`src/logic/bac_pkg.sv`:
```
// package: opcodes, widths, reset values and flag carrier for the binary unit
package bac_pkg;
    localparam int WIDTH = 16;
    localparam int SIGN_BIT = 15;
    localparam int DIGITS = 4;
    localparam logic [15:0] ACC_RESET = 16'h0000;
    localparam logic [15:0] SIGNED_MAX = 16'h7FFF;
    localparam logic [15:0] SIGNED_MIN = 16'h8000;

    typedef enum logic [3:0] {
        BAC_NOP,
        BAC_ADD_TO_ACC_A,
        BAC_ADD_TO_ACC_B,
        BAC_ONES_COMPLEMENT_ACC_A,
        BAC_ONES_COMPLEMENT_ACC_B,
        BAC_TWOS_COMPLEMENT_ACC_A,
        BAC_TWOS_COMPLEMENT_ACC_B,
        BAC_BCD_ADD_ACC_A,
        BAC_CLEAR_EXTEND,
        BAC_CLEAR_OVERFLOW,
        BAC_CLEAR_DECIMAL_CARRY
    } bac_op_t;

    typedef struct packed {
        logic extend;
        logic overflow;
        logic decimal_carry;
    } bac_flags_t;

    typedef struct packed {
        logic [15:0] acc_a;
        logic [15:0] acc_b;
        bac_flags_t flags;
        logic done;
    } bac_state_t;
endpackage : bac_pkg

```
`src/logic/bac_unit.sv`:
```
// binary add, one's and two's complement unit with extend/overflow/decimal flags
`timescale 1ns/10ps
// How it works
// - binary additions are plain unsigned 16-bit sums kept modulo 2^16.
// - a carry out of bit 15 during a binary addition sets the extend flag.
// - a one's complement op replaces the accumulator with its inversion.
// - a two's complement op replaces the accumulator with inversion plus one.
// - overflow detection only watches the add and never alters the sum.
// - bit 15 is the sign, giving a signed range of -32768 to +32767.
// - a carry out of the top BCD digit sets the decimal carry flag.
// - overflow is set on the xor of the carries out of bits 14 and 15.
// - the accumulator adds never take the extend flag as carry in.
module bac_unit (
    input wire logic CLOCK,
    input wire logic SYS_RST,
    input wire bac_pkg::bac_op_t OP,
    input wire logic [15:0] OPERAND,
    output logic [15:0] ACC_A,
    output logic [15:0] ACC_B,
    output logic EXTEND,
    output logic OVERFLOW_FLAG,
    output logic DECIMAL_CARRY_FLAG,
    output logic NEGATIVE,
    output logic DONE
);

    bac_pkg::bac_state_t state_reg;
    bac_pkg::bac_state_t state_next;

    // 16-bit add with carries out of bit 14 and 15; carry in is always zero
    function automatic logic [17:0] add16(input logic [15:0] a,
                                          input logic [15:0] b);
        logic [15:0] low;
        logic [1:0] top;
        low = {1'b0, a[14:0]} + {1'b0, b[14:0]};
        top = {1'b0, a[15]} + {1'b0, b[15]} + {1'b0, low[15]};
        // {carry15, carry14, sum}
        add16 = {top[1], low[15], top[0], low[14:0]};
    endfunction : add16

    // digit-by-digit bcd add; returns {carry out of top digit, sum}
    function automatic logic [16:0] bcd_add(input logic [15:0] a,
                                            input logic [15:0] b);
        logic [4:0] dig;
        logic c;
        logic [15:0] s;
        c = 1'b0;
        s = 16'h0000;
        for (int i = 0; i < bac_pkg::DIGITS; i++) begin
            dig = {1'b0, a[i*4 +: 4]} + {1'b0, b[i*4 +: 4]} + {4'h0, c};
            c = (dig > 5'h09);
            if (c) begin
                dig = dig + 5'h06;
            end
            s[i*4 +: 4] = dig[3:0];
        end
        bcd_add = {c, s};
    endfunction : bcd_add

    logic [17:0] add_res;
    logic [16:0] bcd_res;
    logic [15:0] add_src;

    // next state from the issued op; flags are sticky until cleared
    always_comb begin
        state_next = state_reg;
        state_next.done = 1'b0;
        add_src = (OP == bac_pkg::BAC_ADD_TO_ACC_B) ? state_reg.acc_b
                                                    : state_reg.acc_a;
        add_res = add16(add_src, OPERAND);
        bcd_res = bcd_add(state_reg.acc_a, OPERAND);
        case (OP)
            bac_pkg::BAC_ADD_TO_ACC_A,
            bac_pkg::BAC_ADD_TO_ACC_B: begin
                // sum written untouched by overflow logic
                if (OP == bac_pkg::BAC_ADD_TO_ACC_A) begin
                    state_next.acc_a = add_res[15:0];
                end else begin
                    state_next.acc_b = add_res[15:0];
                end
                if (add_res[17]) begin
                    state_next.flags.extend = 1'b1;
                end
                if (add_res[17] ^ add_res[16]) begin
                    state_next.flags.overflow = 1'b1;
                end
                state_next.done = 1'b1;
            end
            bac_pkg::BAC_ONES_COMPLEMENT_ACC_A: begin
                state_next.acc_a = ~state_reg.acc_a;
                state_next.done = 1'b1;
            end
            bac_pkg::BAC_ONES_COMPLEMENT_ACC_B: begin
                state_next.acc_b = ~state_reg.acc_b;
                state_next.done = 1'b1;
            end
            bac_pkg::BAC_TWOS_COMPLEMENT_ACC_A: begin
                state_next.acc_a = ~state_reg.acc_a + 16'h0001;
                state_next.done = 1'b1;
            end
            bac_pkg::BAC_TWOS_COMPLEMENT_ACC_B: begin
                state_next.acc_b = ~state_reg.acc_b + 16'h0001;
                state_next.done = 1'b1;
            end
            bac_pkg::BAC_BCD_ADD_ACC_A: begin
                state_next.acc_a = bcd_res[15:0];
                if (bcd_res[16]) begin
                    state_next.flags.decimal_carry = 1'b1;
                end
                state_next.done = 1'b1;
            end
            bac_pkg::BAC_CLEAR_EXTEND: begin
                state_next.flags.extend = 1'b0;
                state_next.done = 1'b1;
            end
            bac_pkg::BAC_CLEAR_OVERFLOW: begin
                state_next.flags.overflow = 1'b0;
                state_next.done = 1'b1;
            end
            bac_pkg::BAC_CLEAR_DECIMAL_CARRY: begin
                state_next.flags.decimal_carry = 1'b0;
                state_next.done = 1'b1;
            end
            default: begin
                state_next.done = 1'b0;
            end
        endcase
    end

    // one register for all state; reset clears accumulators and flags
    always_ff @(posedge CLOCK or posedge SYS_RST) begin
        if (SYS_RST) begin
            state_reg <= '{acc_a: bac_pkg::ACC_RESET,
                           acc_b: bac_pkg::ACC_RESET,
                           flags: '0, done: 1'b0};
        end else begin
            state_reg <= state_next;
        end
    end

    // outputs straight from flip-flops; negative is the stored sign of acc a
    assign ACC_A = state_reg.acc_a;
    assign ACC_B = state_reg.acc_b;
    assign EXTEND = state_reg.flags.extend;
    assign OVERFLOW_FLAG = state_reg.flags.overflow;
    assign DECIMAL_CARRY_FLAG = state_reg.flags.decimal_carry;
    assign NEGATIVE = state_reg.acc_a[bac_pkg::SIGN_BIT];
    assign DONE = state_reg.done;
endmodule : bac_unit

```
`config.mk`:
```
export PLATFORM = sky130hd
export DESIGN_NAME = bac_unit
export DESIGN_NICKNAME = d
export VERILOG_FILES = /design/src/logic/bac_pkg.sv /design/src/logic/bac_unit.sv
export SDC_FILE = /design/constraint.sdc
export NUM_CORES = 1
export LEC_CHECK = 0
export BUFFER_PORTS_ARGS = -buffer_cell sky130_fd_sc_hd__buf_2
export CELL_PAD_IN_SITES_DETAIL_PLACEMENT = 0
export CELL_PAD_IN_SITES_GLOBAL_PLACEMENT = 2
export CORE_AREA = 2 2 110 112
export CTS_BUF_LIST = sky130_fd_sc_hd__clkbuf_16
export DETAILED_ROUTE_END_ITERATION = 8
export DIE_AREA = 0 0 112 114
export GPL_TIMING_DRIVEN = 0
export PLACE_DENSITY = 0.91
export SETUP_SLACK_MARGIN = 0.2
export SYNTH_ARGS = -nofsm -noshare
export SYNTH_HDL_FRONTEND = slang
export SYNTH_SLANG_ARGS = --single-unit
export TNS_END_PERCENT = 50
```
`constraint.sdc`:
```
create_clock -name CLOCK -period 20.7 [get_ports CLOCK]
set_clock_uncertainty 0.05 [all_clocks]
set_input_delay 3.105 -clock CLOCK [delete_from_list [all_inputs] [get_ports CLOCK]]
set_output_delay 3.105 -clock CLOCK [all_outputs]
set_load 0.01 [all_outputs]
```
==> results.yml <==
detailed_routing:
  wl_per_cell_um: 19.19
  vias_per_cell: 5.932
  via_count: 4473
  route.detailed.drc: 0
  dr.pass1.iters: 5
  ant_nets: 0
  first_iter_violations: 306
  wl_um: 14470
die:
  dieArea_um2: 12770
  io_pins: 59
  die_height_um: 114
  core_area_um2: 11710
  die_w_um: 112
  fp-row-count: 40
  initial_utilization_pct: 35.56
layout:
  drive_gt1_share_pct: 12.69
  diodes: 0
  area_delta_synth_final_pct: 15.08
  design_area_um2: 4792
  layout.nets: 673
cts:
  cts_resized: 0
  cts_sinks: 36
  clk_path_buf_depth: 2
  root_buffer: "clkbuf_16"
  tritoncts: "done"
  postCtsSetupRepairBufs: 0
  cts_max_level: 2
  clock_latency_ps: 290
  holdBufCountCts: 0
  clk_pin_slew_ps: 60
  cts_buffers: 5
timing:
  hold_viol: 0
  timing.hold.ws_ps: 472.5
  worstMarginPinSlew_ps: 1299
  fin_crit_ps: 10410
  finalMaxSlewViolations: 0
  setup_viol_count_final: 0
  rsz0062_at_grt: "false"
  finalCritPeriodShare_pct: 50.27
  setup-tns-final_ps: 0
  slew_headroom_pct: 12.72
  timing.fmax_ghz: 0.09610
yosys:
  synth_nets: 610
  ys.warnings.count: 0
  synth_cells: 543
  netlist_area_um2: 4164
  synth_edf_count: 0
  avgSynthCellArea_um2: 7.668
  ys_seq_area_share_pct: 21.63
  synth_area_leaders: "dfrtp_1, ha_1, a21oi_1, nand2_1, o21ai_0"
  synth_top_area_share_pct: 21.63
  synthFlopType: "dfrtp_1"
  ys_types: 62
  synth_area_leader_cell: "dfrtp_1"
  async_reset_ff_share_pct: 100.0
  ys_seq_elements: 36
critical_path:
  endpoint_kind: "flip-flop"
  start_kind: "primary input"
  crit_fanout: 5
  cp_common_cell: "fa_1"
  max_stage_delay_ps: 450
  crit_slowest_cell: "fa_1"
  worstSetupPathType: "primary input to flip-flop"
  cp_data_required_time_ps: 20770
  crit_arrival_ps: 10480
place:
  gp_congestion: 0.9059
  postPlaceCellArea_um2: 4628
  dpl.hpwl_um: 11090
  portBuffers: 56
power_and_ir_drop:
  ir_drop_mv: 0.06855
  comb_power_share_pct: 67.2
  p_leak_nw: 2.082
  p_switching_mw: 0.3787
  sw_frac_of_total_pct: 50.01
  power.internal_mw: 0.3785
  pwr-share-seq_pct: 21.1
  clockPowerShare_pct: 11.7
  power-per-cell-area_nw_per_um2: 158.0
job:
  maxCapViolations: 0
global_routing:
  grt_pass1_wl_um: 22960
  antenna_found_initial: 0
  grt_overflow: 0
  grt_max_degree: 37
  grt_usage_pct: 22.67
  grt_pass1_vias: 4290
hold_path:
  hold_path_class: "flip-flop to flip-flop"
run_status:
  status: "completed"
-- registers in the layout (all words and copies together) (netlist names) --
name	count
ACC_A	16
ACC_B	16
DECIMAL_CARRY_FLAG	1
DONE	1
EXTEND	1
OVERFLOW_FLAG	1
-- worst paths after layout --
| check | endpoint | start | depth (start not counted) | slack, ps |
|---|---|---|---|---|
| min reg2reg | DECIMAL_CARRY_FLAG | DECIMAL_CARRY_FLAG | 2 | 470 |
| min | DECIMAL_CARRY_FLAG | DECIMAL_CARRY_FLAG | 2 | 470 |
| max reg2reg | ACC_A[14] | ACC_A[0] | 32 | 12760 |
| max | ACC_A[14] | OPERAND[0] | 33 | 10290 |
| min in group asynchronous | ACC_A[3] | SYS_RST | 2 | 2940 |
| max in group asynchronous | ACC_A[13] | SYS_RST | 2 | 17130 |
-- critical path, delay by kind of cell --
family | cells | cell delay [ps]
adders and majority gates | 11 | 3640
and+or+nand+nor | 7 | 770
xor gates and xnor gates | 4 | 1060
buffers and inverters | 3 | 300
muxes | 1 | 170
AOI/OAI and AO/OA | 7 | 1430
-- power by group through the flow --
stage | sequential [mW] | clock, mW | combinational (mW)
CTS | 0.159 | 0.0893 | 0.510
detailed placement | 0.160 | 0 | 0.506
finish | 0.160 | 0.0884 | 0.509
global placement | 0.160 | 0 | 0.497
global route | 0.166 | 0.0916 | 0.572
floorplan | 0.158 | 0 | 0.364
-- metrics by stage --
step	power, mW	std cells	util, %	setup slack (ps)
final	0.7572	754	40.92	10290
after global routing	0.8299	754	40.92	9715
after CTS	0.7586	754	40.92	10250
after detailed placement	0.6662	746	39.52	9958
after global placement	0.6566	746	39.52	10130
after floorplan	0.5223	543	-	11050
-- Yosys cell counts (3+ instances only) --
cell type / number
o31ai_1: 3
nand2_1: 73
o211ai_1: 5
nand3_1: 6
nand4_1: 4
o21ai_0: 49
fa_1: 9
inv_1: 21
a22oi_1: 3
clkbuf_1: 20
mux2_2: 3
o22ai_1: 9
mux2i_1: 5
a21oi_1: 55
nand2b_1: 9
and3_1: 3
nor2_1: 38
o221ai_1: 3
xor2_1: 9
xnor2_1: 20
a31oi_1: 11
a21boi_0: 3
ha_1: 36
a21o_1: 15
nand3b_1: 3
dfrtp_1: 36
a311oi_1: 3
nor4_1: 8
nor3b_1: 4
nor2b_1: 10
a211oi_1: 7
nor3_1: 19
-- metal layers --
layer | up-vias | global-route usage (%) | share of wire, %
li1 | 2135 | - | -
met1 | 2164 | 31.76 | 48
met2 | 143 | 36.32 | 45
met3 | 31 | 2.657 | 4.6
met4 | 0 | 8.130 | 3.2
met5 | - | 0 | 0
-- cell type report --
cell class | count | area (um2)
Clock inverter | 3 | 38.79
Timing Repair Buffer | 56 | 280.3
Sequential cell | 36 | 900.9
Fill cell | 1255 | 6919
Inverter | 21 | 78.83
Multi-Input combinational cell | 462 | 3080
Clock buffer | 5 | 125.1
Buffer | 24 | 103.9
Tap cell | 147 | 183.9
-- cells by family (layout without fill, tap and decap cells) --
kind of cell               Yosys count  in the layout  share of synthesized area [%]
buffers and inverters               45            109                          4.387
DFF                                 36             36                          21.63
adders and majority gates           45             45                          15.14
xor gates and xnor gates            29             29                          6.100
AOI/OAI and AO/OA                  194            194                          29.48
muxes                                8              8                          2.013
and+or+nand+nor                    186            186                          21.24
-- cell usage in the layout (no fill, tap or decap), types with 15 or more instances in the layout --
cell	netlist	layout
nand2_1	73	73
buf_2	2	58
a21oi_1	55	55
o21ai_0	49	49
nor2_1	38	38
dfrtp_1	36	36
ha_1	36	36
inv_1	21	21
clkbuf_1	20	20
xnor2_1	20	20
nor3_1	19	19
a21o_1	15	15
Power figures use the tool's default switching activity.
